==> src/reset_seq_pkg.sv <==
// Constants for the power-on and supply-fail reset sequencer.
// Assumes a 40 MHz system clock; times are converted to cycles here.
package reset_seq_pkg;

  // System clock period
  localparam int unsigned CLK_PERIOD_NS = 25;

  // Power-on release delay, typical upper figure
  localparam int unsigned RELEASE_DELAY_US = 300;
  localparam int unsigned RELEASE_DELAY_CYC = (RELEASE_DELAY_US * 1000) / CLK_PERIOD_NS;

  // Delay counter width
  localparam int unsigned DELAY_W = 16;

  // Reset cause register layout
  localparam int unsigned CAUSE_W        = 8;
  localparam int unsigned POWER_ON_BIT   = 1;
  localparam int unsigned CAUSE_OTHER_LO = 2;
  localparam logic [7:0]  CAUSE_RESET    = 8'h02;

  // Restart program address
  localparam logic [15:0] RESTART_ADDR = 16'h0000;

  // Supply monitor enable after power-on
  localparam logic MONITOR_EN_RESET = 1'b0;

  // Sequencer states
  typedef enum logic [1:0] {
    ST_POWER_UP = 2'b00,
    ST_DELAY    = 2'b01,
    ST_RUN      = 2'b10,
    ST_HOLD     = 2'b11
  } seq_state_e;

endpackage

==> src/release_timer.sv <==
// Release delay counter for the reset sequencer.
// Assumes run_in is held high while counting is wanted.
`timescale 1ns/10ps
module release_timer #(
  parameter int unsigned DELAY_CYC = reset_seq_pkg::RELEASE_DELAY_CYC
) (
  // Clock and reset
  input  wire logic clk_in,
  input  wire logic rst_in,
  // Control
  input  wire logic run_in,
  output logic      done_out
);

  logic [reset_seq_pkg::DELAY_W-1:0] count_reg;

  // Count while run is high, clear otherwise
  always_ff @(posedge clk_in or posedge rst_in) begin
    if (rst_in) begin
      count_reg <= '0;
      done_out  <= 1'b0;
    end else if (!run_in) begin
      count_reg <= '0;
      done_out  <= 1'b0;
    end else if (count_reg == reset_seq_pkg::DELAY_W'(DELAY_CYC - 1)) begin
      done_out <= 1'b1;
    end else begin
      count_reg <= count_reg + 1'b1;
    end
  end

endmodule

==> src/power_on_and_supply_fail_reset.sv <==
// Power-on and supply-fail reset sequencer.
// Assumes synchronous comparator input, a power-on strobe from the analog side,
// and a generic other-reset event from the rest of the chip.
// Outputs come straight from flip-flops; rst_in alone is the power-on event.
//
// Summary of operation
// - Hold core reset and drive reset pin low until supply above threshold.
// - After threshold crossing, wait the power-on release delay before releasing.
// - Set the power-on flag, cause bit 1, on leaving power-on reset.
// - While power-on flag set, other cause bits are indeterminate.
// - Any non-power-on reset clears the power-on flag, except one in the same cycle as the power-on exit.
// - On every reset release, fetch restarts at address zero.
// - Supply monitor enable comes up disabled after power-on reset.
// - Data memory gets no guaranteed value after power-on reset.
// - With the monitor enabled, supply drop below threshold asserts reset; recovery above releases it.
// - Supply-fail reset leaves data memory contents untouched.
`timescale 1ns/10ps
module power_on_and_supply_fail_reset (
  // Clock and power-on reset (rst_in is the power-on event)
  input  wire logic        clk_in,
  input  wire logic        rst_in,
  // Analog comparator: supply above supply_reset_threshold
  input  wire logic        supply_ok_in,
  // Other reset sources, one-cycle pulse, with cause bits
  input  wire logic        other_reset_in,
  input  wire logic [5:0]  other_cause_in,
  // Software write of monitor enable
  input  wire logic        monitor_en_wr_in,
  input  wire logic        monitor_en_data_in,
  // Reset pin, open drain
  output logic             reset_pin_out,
  output logic             reset_pin_oe_out,
  // Core reset and restart address
  output logic             core_reset_out,
  output logic [15:0]      restart_addr_out,
  // Data memory clear strobe (never asserted)
  output logic             mem_clear_out,
  // Status
  output logic             monitor_en_out,
  output logic [7:0]       reset_cause_register_out,
  output logic             power_on_flag_out
);

  ////////////////////////////////////////////////////////////////////////
  // State and timer

  reset_seq_pkg::seq_state_e state_reg;
  reset_seq_pkg::seq_state_e state_next;
  logic                      delay_done;
  logic                      delay_run;
  logic                      power_on_pending_reg;
  logic                      hold_next;
  logic                      power_on_exit;
  logic                      non_por_reset;

  // True when the sequencer lets the core run
  function automatic logic is_run(input reset_seq_pkg::seq_state_e st);
    return st == reset_seq_pkg::ST_RUN;
  endfunction

  // True while the supply monitor holds the core
  function automatic logic is_hold(input reset_seq_pkg::seq_state_e st);
    return st == reset_seq_pkg::ST_HOLD;
  endfunction

  // Timer runs only in the release delay state
  assign delay_run = (state_reg == reset_seq_pkg::ST_DELAY);

  release_timer #(
    .DELAY_CYC (reset_seq_pkg::RELEASE_DELAY_CYC)
  ) u_timer (
    .clk_in   (clk_in),
    .rst_in   (rst_in),
    .run_in   (delay_run),
    .done_out (delay_done)
  );

  // Next state
  always_comb begin
    state_next = state_reg;
    unique case (state_reg)
      reset_seq_pkg::ST_POWER_UP: begin
        if (supply_ok_in) begin
          state_next = reset_seq_pkg::ST_DELAY;
        end
      end
      reset_seq_pkg::ST_DELAY: begin
        if (!supply_ok_in) begin
          state_next = reset_seq_pkg::ST_POWER_UP;
        end else if (delay_done) begin
          state_next = reset_seq_pkg::ST_RUN;
        end
      end
      reset_seq_pkg::ST_RUN: begin
        if (!supply_ok_in && monitor_en_out) begin
          state_next = reset_seq_pkg::ST_HOLD;
        end
      end
      reset_seq_pkg::ST_HOLD: begin
        if (supply_ok_in) begin
          state_next = reset_seq_pkg::ST_RUN;
        end
      end
    endcase
  end

  // State register
  always_ff @(posedge clk_in or posedge rst_in) begin
    if (rst_in) begin
      state_reg <= reset_seq_pkg::ST_POWER_UP;
    end else begin
      state_reg <= state_next;
    end
  end

  ////////////////////////////////////////////////////////////////////////
  // Reset outputs

  // Reset wanted after this edge: not running, or another source firing
  assign hold_next = !is_run(state_next) || other_reset_in;

  // Open-drain pin driven low while reset is held
  always_ff @(posedge clk_in or posedge rst_in) begin
    if (rst_in) begin
      reset_pin_out    <= 1'b0;
      reset_pin_oe_out <= 1'b1;
    end else begin
      reset_pin_out    <= 1'b0;
      reset_pin_oe_out <= hold_next;
    end
  end

  // Core held in reset under the same condition as the pin
  always_ff @(posedge clk_in or posedge rst_in) begin
    if (rst_in) begin
      core_reset_out <= 1'b1;
    end else begin
      core_reset_out <= hold_next;
    end
  end

  // Restart address is the same for every source
  always_ff @(posedge clk_in or posedge rst_in) begin
    if (rst_in) begin
      restart_addr_out <= reset_seq_pkg::RESTART_ADDR;
    end else begin
      restart_addr_out <= reset_seq_pkg::RESTART_ADDR;
    end
  end

  // No memory initialisation on any reset
  always_ff @(posedge clk_in or posedge rst_in) begin
    if (rst_in) begin
      mem_clear_out <= 1'b0;
    end else begin
      mem_clear_out <= 1'b0;
    end
  end

  ////////////////////////////////////////////////////////////////////////
  // Supply monitor enable

  // Disabled by power-on only, kept across other resets
  always_ff @(posedge clk_in or posedge rst_in) begin
    if (rst_in) begin
      monitor_en_out <= reset_seq_pkg::MONITOR_EN_RESET;
    end else if (monitor_en_wr_in && is_run(state_reg)) begin
      monitor_en_out <= monitor_en_data_in;
    end
  end

  ////////////////////////////////////////////////////////////////////////
  // Reset cause register

  // Marks a power-on still to be reported; cleared once running, so a
  // later supply-fail recovery is never taken for a power-on exit
  always_ff @(posedge clk_in or posedge rst_in) begin
    if (rst_in) begin
      power_on_pending_reg <= 1'b1;
    end else if (is_run(state_reg)) begin
      power_on_pending_reg <= 1'b0;
    end
  end

  // Exit from power-on reset, and any other reset source
  assign power_on_exit = power_on_pending_reg && !is_run(state_reg) && is_run(state_next);
  assign non_por_reset = other_reset_in || is_hold(state_reg);

  // Power-on flag: set on power-on exit, cleared by other resets; set wins
  always_ff @(posedge clk_in or posedge rst_in) begin
    if (rst_in) begin
      power_on_flag_out <= 1'b0;
    end else if (power_on_exit) begin
      power_on_flag_out <= 1'b1;
    end else if (non_por_reset) begin
      power_on_flag_out <= 1'b0;
    end
  end

  // Cause bits: bit 1 resets to 1, then is set and cleared with the flag in the same cycle; bit 0 marks a
  // supply-fail hold, upper bits left as captured while the flag is set
  always_ff @(posedge clk_in or posedge rst_in) begin
    if (rst_in) begin
      reset_cause_register_out <= reset_seq_pkg::CAUSE_RESET;
    end else begin
      if (power_on_exit) begin
        reset_cause_register_out[reset_seq_pkg::POWER_ON_BIT] <= 1'b1;
      end else if (non_por_reset) begin
        reset_cause_register_out[reset_seq_pkg::POWER_ON_BIT] <= 1'b0;
      end
      reset_cause_register_out[0] <= is_hold(state_reg) ? 1'b1 :
                                     (other_reset_in ? 1'b0 : reset_cause_register_out[0]);
      if (other_reset_in) begin
        reset_cause_register_out[7:reset_seq_pkg::CAUSE_OTHER_LO] <= other_cause_in;
      end
    end
  end

endmodule

==> config.mk <==
export PLATFORM = sky130hd
export DESIGN_NAME = power_on_and_supply_fail_reset
export DESIGN_NICKNAME = d
export VERILOG_FILES = /design/src/reset_seq_pkg.sv /design/src/release_timer.sv /design/src/power_on_and_supply_fail_reset.sv
export SDC_FILE = /design/constraint.sdc
export NUM_CORES = 1
export LEC_CHECK = 0
export BUFFER_PORTS_ARGS = -buffer_cell sky130_fd_sc_hd__buf_2
export CELL_PAD_IN_SITES_DETAIL_PLACEMENT = 1
export CELL_PAD_IN_SITES_GLOBAL_PLACEMENT = 2
export CORE_ASPECT_RATIO = 1.75
export CORE_MARGIN = 4
export CORE_UTILIZATION = 32
export CTS_CLUSTER_DIAMETER = 50
export DETAILED_ROUTE_END_ITERATION = 10
export PLACE_DENSITY_LB_ADDON = 0.12
export SLEW_MARGIN = 20
export SYNTH_ARGS = -nofsm -noshare
export SYNTH_HDL_FRONTEND = slang
export SYNTH_SLANG_ARGS = --single-unit
==> constraint.sdc <==
create_clock -name clk_in -period 2.15 [get_ports clk_in]
set_input_delay 0.3225 -clock clk_in [delete_from_list [all_inputs] [get_ports clk_in]]
set_output_delay 0.3225 -clock clk_in [all_outputs]
set_load 0.01 [all_outputs]
After elaboration in Yosys (flattened, before gate mapping)
Cells that the tools add are included.
{"block": "word_totals", "reg_bits": 31, "input_bits": 12, "word_cells": 44}
{"block": "classes", "add_sub_neg": 1, "eq_ne": 7, "n_mux": 14, "reduce_logical": 12}
{"op": "$mux W16", "count": 2}
{"op": "$add A16 B1 Y16 const B", "count": 1}
{"op": "$eq A16 B14 Y1 const B", "count": 1}
{"op": "$mux W2", "count": 5}
{"op": "$pmux W2 S4", "count": 1}
{"op": "$eq A2 B2 Y1 const B", "count": 3}
{"op": "$mux W1", "count": 6}
{"op": "$logic_and A1 B1 Y1", "count": 4}
{"op": "$ne A2 B2 Y1 const B", "count": 2}
{"op": "$reduce_bool A2 Y1", "count": 2}
{"op": "$logic_not A1 Y1", "count": 3}
{"op": "$eq A2 B1 Y1 const B", "count": 1}
{"op": "$logic_not A2 Y1", "count": 1}
{"op": "$logic_or A1 B1 Y1", "count": 2}

Depth between registers and ports, before layout
Gate-level depths: netlist of run 1.
{"block": "logic_depth", "word_depth": 7, "depth_mapped": 7, "depth_no_buf": 5}

Cells and area by module
Synthesis of run 1 repeated with hierarchy kept, for this count alone.
{"block": "hier_totals", "hier_cells": 157, "area_unflattened_um2": 1644.1}
{"mod": "release_timer", "n_inst": 1, "cells_each": 93, "area_each_um2": 909.6, "seq_area_each_um2": 425.4}
{"mod": "power_on_and_supply_fail_reset", "n_inst": 1, "cells_each": 64, "area_each_um2": 734.5, "seq_area_each_um2": 354.1}

Worst setup path after synthesis of run 1
Ideal clock, no wire load.
{"block": "synth_timing", "kind": "reg-to-reg", "start": "reg u_timer.count_reg[0] (netlist name)", "end": "reg u_timer.count_reg[5] (netlist name)", "setup_ns": 0.078, "arrival_ns": 1.715, "path_slack_ns": 0.357, "stages_incl_launch_ff": 8, "n_path_buf": 2, "period_less_slack_ns": 1.793, "cell_sequence": "dfrtp_1 ha_1 and4_1 buf_6 and4_4 buf_6 or3_1 a21oi_1"}
{"block": "synth_between", "elab_chain_len": 3, "elab_cells_between_ends": 5, "classes_between": "add/sub (1); eq/ne (2); mux (2)"}
{"item": "from (decl)", "line_no": "release_timer.sv:15", "source": "logic [reset_seq_pkg::DELAY_W-1:0] count_reg;"}
{"item": "from (signal assigned)", "line_no": "release_timer.sv:28", "source": "count_reg <= count_reg + 1'b1;"}
{"item": "$add A16 B1 Y16", "line_no": "release_timer.sv:28"}
{"item": "$mux W16", "line_no": "release_timer.sv:25", "source": "end else if (count_reg == reset_seq_pkg::DELAY_W'(DELAY_CYC - 1)) begin"}
{"item": "$mux W16", "line_no": "release_timer.sv:22", "source": "end else if (!run_in) begin"}
Several ways; a longest one is shown, not always the timed one. The select of a mux whose other input is x is not followed.
A chain may end at the register's enable or synchronous reset.

Worst setup path in the final report of run 1
Same ends and word-level chain as after synthesis.

==> run_results.csv, run 1 <==
group,metric,value,unit
timing,rsz0062_at_grt,"no",
place,io_buffers,23,
yosys,syn_area,0.00157,sq mm
setup_path,start_kind,"register",
yosys,synth_enable_flop_cells,0,
final_layout,fillers,554,
yosys,yosysTopAreaCell,"dfrtp_1",
pwr,p_per_area,701,mW/mm^2
final_layout,antenna_cells,0,
drt,drtIter0Drc,40,
drt,post_drt_wl_per_cell,15.6,um
die,rows,33,
cts,post_cts_buffers,0,
yosys,synth_area_per_cell,10.2,sq um
setup_path,crit_path_max_fanout,8,
timing,fmax,0.555,GHz
grt,grt_max_degree,32,
timing,slew_headroom,57.1,%
pwr,power.leakage,0.787,nW
cts,htree_levels,2,
drt,dr.pass1.iters,4,
cts,cts.repair.resized,0,
timing,maxSlewViolCount,0,
final_layout,area_delta_synth_final,10.4,%
drt,vias,1152,
yosys,synthTopCellsByCount,"dfrtp_1 (28), buf_4 (19), nand2_1 (12), nor2_1 (12), mux2_2 (7)",
yosys,synth_area_leaders,"dfrtp_1 (45%), buf_4 (9.1%), dfstp_2 (5.0%)",
yosys,synth-seq-area-share,49.6,%
final_layout,multi_input_area,657,sq um
cts,clk_path_buf_depth,2,
die,num_io_pins,42,
yosys,yosys_warnings,0,
run_status,run_status,"complete, no violations",
yosys,synth_cell_types,38,
grt,grt_pass1_vias,1223,
grt,grt_overflow,0,
cts,cts-buffers-inserted,5,
die,fp.coreArea,0.00471,sq mm
yosys,synth_ff_type,"dfrtp_1",
timing,finClkSkew,0.00624,ns
cts,cts_tree,"yes",
yosys,synth_top_area_share,44.6,%
final_layout,drive_above_1_share,24.2,%
job,cap_viol_max_count,0,
cts,clk_pin_slew,0.07,ns
final_layout,nets,190,
pwr,ir_drop,0.000395,V
yosys,synthCells,154,
cts,ctsRootBufferMaster,"clkbuf_8",
die,die_h,101,um
pwr,total_power,1.22,mW
grt,grt_pass1_wl,5680,um
place,hpwl,2650,um
yosys,synth.most_common_cell,"dfrtp_1",
setup_path,end_kind,"register",
timing,period_share,83.8,%
die,dieWidth,61.0,um
cts,cts.sinks,31,
drt,remaining_drc_errors,0,
timing,setup_viol,0,
timing,fin_crit,1.80,ns
min_path,hold_class,"input port to async pin",
die,initial_core_util,33.4,%
yosys,async_flop_share,100,%
yosys,synth_seq_cells,31,
final_layout,regArea,779,sq um
die,dieArea,0.00614,sq mm
drt,ant_nets,0,
timing,hold_violations,0,
cts,clk_latency,0.28,ns
drt,finalWirelength,3580,um
timing,fin_tns_setup,0,ns
setup_path,crit_required,2.34,ns
cts,cts_hold_buf,0,
drt,viasPerCell,5.01,
setup_path,path_class,"register to register",
final_layout,fin_util,36.8,%
setup_path,cp.arrival,2.00,ns
place,gp_congestion,0.764,
grt,grt_util_all_layers,12.5,%
final_layout,largest_reg_flops,16,
timing,max_slew.worst_pin.slew,0.644,ns
grt,antenna_found_initial,0,
[worst max-delay path: stages (launching register included)]
cell,delay (ns)
dfrtp_1,0.43
ha_1,0.26
and4_1,0.28
and4_4,0.25
or3_1,0.35
a21oi_1,0.15
[layout by cell type, fill, tap and decap left out, drive strengths merged, types with 2 or more instances in the layout]
| cell type | instances |
|---|---|
| dfrtp | 28 |
| buf | 24 |
| conb | 18 |
| nor2 | 12 |
| nand2 | 12 |
| mux2 | 7 |
| clkbuf | 7 |
| inv | 5 |
| o21ai | 5 |
| a21oi | 5 |
| nand4 | 5 |
| xnor2 | 5 |
| nand2b | 4 |
| xor2 | 4 |
| nand3 | 4 |
| nor3 | 3 |
| dfstp | 3 |
| and4 | 3 |
| mux2i | 2 |
| a31oi | 2 |
| or3 | 2 |
| and3 | 2 |
| nor4 | 2 |
[layout make-up]
class	count	share of cell area (%)
Timing Repair Buffer	24	7.07
Tap cell	52	3.75
Clock buffer	7	4.98
Clock inverter	1	0.289
Multi-Input combinational cell	110	37.9
Sequential cell	31	44.9
Inverter	5	1.08
[where the power goes]
| part | leakage [nW] | internal, mW | switching, mW | total (mW) |
|---|---|---|---|---|
| combinational | 0.339 | 0.0456 | 0.0707 | 0.116 |
| clock | 0.0482 | 0.258 | 0.212 | 0.470 |
| sequential | 0.401 | 0.608 | 0.0216 | 0.630 |
[cells by family (layout without fill, tap and decap cells)]
| kind of cell | count (synthesis) | after routing | synth area share (%) |
|---|---|---|---|
| buffers and inverters | 30 | 37 | 12.7 |
| other | 1 | 18 | 0.239 |
| XOR/XNOR | 9 | 9 | 5.02 |
| AND/OR/NAND/NOR | 55 | 55 | 18.6 |
| flip-flops | 31 | 31 | 49.6 |
| AO/OA/AOI/OAI | 18 | 18 | 6.85 |
| multiplexers | 9 | 9 | 6.29 |
| adder cells (fa/ha/maj) | 1 | 1 | 0.796 |
[metrics by stage]
| stage | hold WS [ns] | setup WS (ns) | area, sq um | cells |
|---|---|---|---|---|
| 2_1_floorplan | 0.424 | 0.357 | 1640 | 171 |
| 3_3_place_gp | 0.426 | 0.413 | 1640 | 222 |
| 3_5_place_dp | 0.430 | 0.348 | 1640 | 222 |
| 4_1_cts | 0.124 | 0.349 | 1730 | 230 |
| 5_1_grt | 0.146 | 0.254 | 1730 | 230 |
| 6_report | 0.110 | 0.348 | 1730 | 230 |
[path summary, 6_finish.rpt]
path	cells after the start	endpoint	from	slack, ns
min	3	reset_cause_register_out[3]	rst_in	0.11
min in group clk_in	2	reset_cause_register_out[4]	other_cause_in[2]	0.28
min reg2reg	2	reset_cause_register_out[1]	reset_cause_register_out[1]	0.47
max in group asynchronous	3	power_on_pending_reg	rst_in	1.71
max	5	u_timer.count_reg[5]	u_timer.count_reg[0]	0.35
max reg2reg	5	u_timer.count_reg[5]	u_timer.count_reg[0]	0.35
[metal layers]
layer  part of all wire, %  wire [um]  global-route usage [%]  up-vias
li1                      -          -                       -      533
met1                    37       1320                    13.1      595
met2                    58       2070                    22.3       19
met3                   3.8        135                    2.69        5
met4                   1.7         60                    6.01        0
met5                     0          0                       0        -
No activity file was read; power rests on OpenSTA's default activity.
==> run 2: changes to the inputs <==
--- a/config.mk
+++ b/config.mk
@@ -10,7 +10,7 @@
 export CELL_PAD_IN_SITES_GLOBAL_PLACEMENT = 2
 export CORE_ASPECT_RATIO = 1.75
 export CORE_MARGIN = 4
-export CORE_UTILIZATION = 32
+export CORE_UTILIZATION = 28
 export CTS_CLUSTER_DIAMETER = 50
 export DETAILED_ROUTE_END_ITERATION = 10
 export PLACE_DENSITY_LB_ADDON = 0.12
==> constraint.sdc (replaced) <==
create_clock -name clk_in -period 1.5 [get_ports clk_in]
set_input_delay 0.225 -clock clk_in [delete_from_list [all_inputs] [get_ports clk_in]]
set_output_delay 0.225 -clock clk_in [all_outputs]
set_load 0.01 [all_outputs]
==> run 2 against run 1 <==
  * Clock-buffer cell count stayed put
  * Global-route usage is 0.68 points lower
  * Sequential cell count stayed put
  * Largest cell class unchanged
==> run_results.csv, run 2 (synthesis results as in run 1) <==
group,metric,value,unit
setup_path,crit_cells,5,
final_layout,nets,205,
drt,dr.pass1.iters,4,
setup_path,crit_path_end,"u_timer.count_reg[5]",
min_path,hold_class,"input port to async pin",
pwr,p_per_area,915,mW/mm^2
timing,fin_crit,1.49,ns
setup_path,critPathSlowestCell,"dfrtp_1",
timing,fin_tns_setup,0,ns
grt,met2_usage,22.6,%
pwr,p_sw_share,25.6,%
grt,top_usage_layer,"met2",
drt,finalWirelength,3670,um
drt,drtIter0Drc,28,
setup_path,cp_top_family,"simple AND/OR/NAND/NOR gates",
grt,grt_util_all_layers,11.8,%
die,num_io_pins,42,
die,fp.coreArea,0.00534,sq mm
cts,clk_path_buf_depth,2,
setup_path,start_kind,"register",
grt,grt_pass1_wl,6270,um
cts,clk_latency,0.28,ns
cts,clk_pin_slew,0.07,ns
final_layout,largest_reg_flops,16,
run_status,run_status,"complete, no violations",
place,place_area,0.00179,sq mm
pwr,switchingPower,0.453,mW
timing,setup_viol,0,
setup_path,setup.worst_path.start,"u_timer.count_reg[1]",
final_layout,instances_no_fill,267,
die,die_h,107,um
timing,rsz0062_at_grt,"yes",
cts,cts_tree,"yes",
timing,fin_ws,0.00863,ns
timing,period_share,99.4,%
drt,vias,1206,
setup_path,crit_path_max_fanout,8,
job,cap_viol_max_count,0,
setup_path,r2r_start,"u_timer.count_reg[1]",
setup_path,max_stage_delay,0.39,ns
grt,use_met1,11.4,%
pwr,intPower,1.31,mW
final_layout,fin_area,0.00193,sq mm
grt,grt_max_degree,32,
grt,antenna_found_initial,0,
final_layout,antenna_cells,0,
die,rows,35,
timing,hold_violations,0,
cts,htree_levels,2,
setup_path,crit_required,1.71,ns
cts,cts.sinks,31,
grt,grt_overflow,0,
final_layout,final_common_cell,"dfrtp_1",
pwr,ir_drop,0.000467,V
place,dpl.cell_count,259,
cts,ctsRootBufferMaster,"clkbuf_8",
drt,post_drt_wl_per_cell,13.7,um
pwr,power_frac_comb,10.3,%
timing,timing.hold.ws,0.0184,ns
setup_path,rr_worst_depth,5,
setup_path,path_class,"register to register",
die,dieArea,0.00692,sq mm
setup_path,end_kind,"register",
cts,cts-buffers-inserted,5,
timing,maxSlewViolCount,0,
cts,cts_hold_buf,0,
pwr,power_frac_seq,50.6,%
setup_path,crit_chain,"ha_2, and4_4, and4_4, or3_4, a21oi_2",
final_layout,drive_above_1_share,37.8,%
die,dieWidth,64.6,um
final_layout,layout_common_cells,"dfrtp_1 (26), buf_2 (23), conb_1 (18)",
setup_path,cp.arrival,1.71,ns
place,dp_slack,-0.0759,ns
drt,remaining_drc_errors,0,
cts,post_cts_buffers,0,
setup_path,crit_buf_inv,0,
final_layout,fillers,635,
timing,fmax,0.671,GHz
timing,finClkSkew,0.00510,ns
pwr,power.leakage,0.864,nW
setup_path,rrSetupSlack,0.009,ns
grt,met3_usage,2.94,%
pwr,clkPwrFrac,39.1,%
drt,viasPerCell,4.52,
place,io_buffers,23,
setup_path,rr_endpoint,"u_timer.count_reg[5]",
final_layout,area_delta_synth_final,22.9,%
die,initial_core_util,29.4,%
place,gp_congestion,0.735,
place,hpwl,2770,um
setup_path,crit_top_cell,"and4_4",
grt,grt_pass1_vias,1282,
drt,ant_nets,0,
-- run 2: changes by cell type in the layout (fill, tap and decap cells not counted), sizes merged --
cell / previous run / this run
buf: 24 / 39
-- run 2: what timing repair did --
action	in CTS	in global routing
resized for setup	4	11
setup endpoints to repair	3	8
cloned	0	0
pin swaps	0	2
-- run 2: worst register-to-register path, stage by stage, from the launching register on --
cell and delay [ns]:
dfrtp_1 0.39, ha_2 0.19, and4_4 0.19, and4_4 0.20, or3_4 0.33, a21oi_2 0.12
-- run 2: area by class of cell --
cell class,instances,area (sq um),share of cell area [%]
Clock inverter,1,5.00,0.259
Clock buffer,7,86.3,4.47
Timing Repair Buffer,39,235,12.2
Tap cell,74,92.6,4.79
Sequential cell,31,782,40.5
Inverter,5,18.8,0.972
Multi-Input combinational cell,110,712,36.9
-- run 2: worst min path at each step --
| stage | cells after the start | startpoint | end | slack, ns |
|---|---|---|---|---|
| CTS | 3 | rst_in | reset_cause_register_out[3] | 0.04 |
| finish | 3 | rst_in | reset_cause_register_out[3] | 0.02 |
| detailed placement | 3 | rst_in | reset_cause_register_out[3] | 0.35 |
| global route | 3 | rst_in | reset_cause_register_out[3] | 0.06 |
| floorplan | 1 | rst_in | monitor_en_out | 0.33 |
| global placement | 3 | rst_in | u_timer.count_reg[3] | 0.33 |
-- run 2: layer usage --
layer,vias to the layer above,share of wire (%)
met1,610,34
met3,6,3.9
met2,24,60
met5,-,0
li1,566,-
met4,0,2.1
-- run 2: per-stage QoR --
step | utilization, % | power (mW)
6_report | 36.2 | 1.77
5_1_grt | 36.2 | 1.85
4_1_cts | 35.3 | 1.79
3_5_place_dp | 33.4 | 1.10
3_3_place_gp | 33.4 | 1.09
2_1_floorplan | - | 1.05
-- run 2: power groups by stage --
stage	clock, mW	sequential [mW]	combinational (mW)
3_5_place_dp	0	0.912	0.184
3_3_place_gp	0	0.910	0.181
6_report	0.690	0.895	0.182
5_1_grt	0.749	0.900	0.204
2_1_floorplan	0	0.919	0.136
4_1_cts	0.712	0.896	0.185
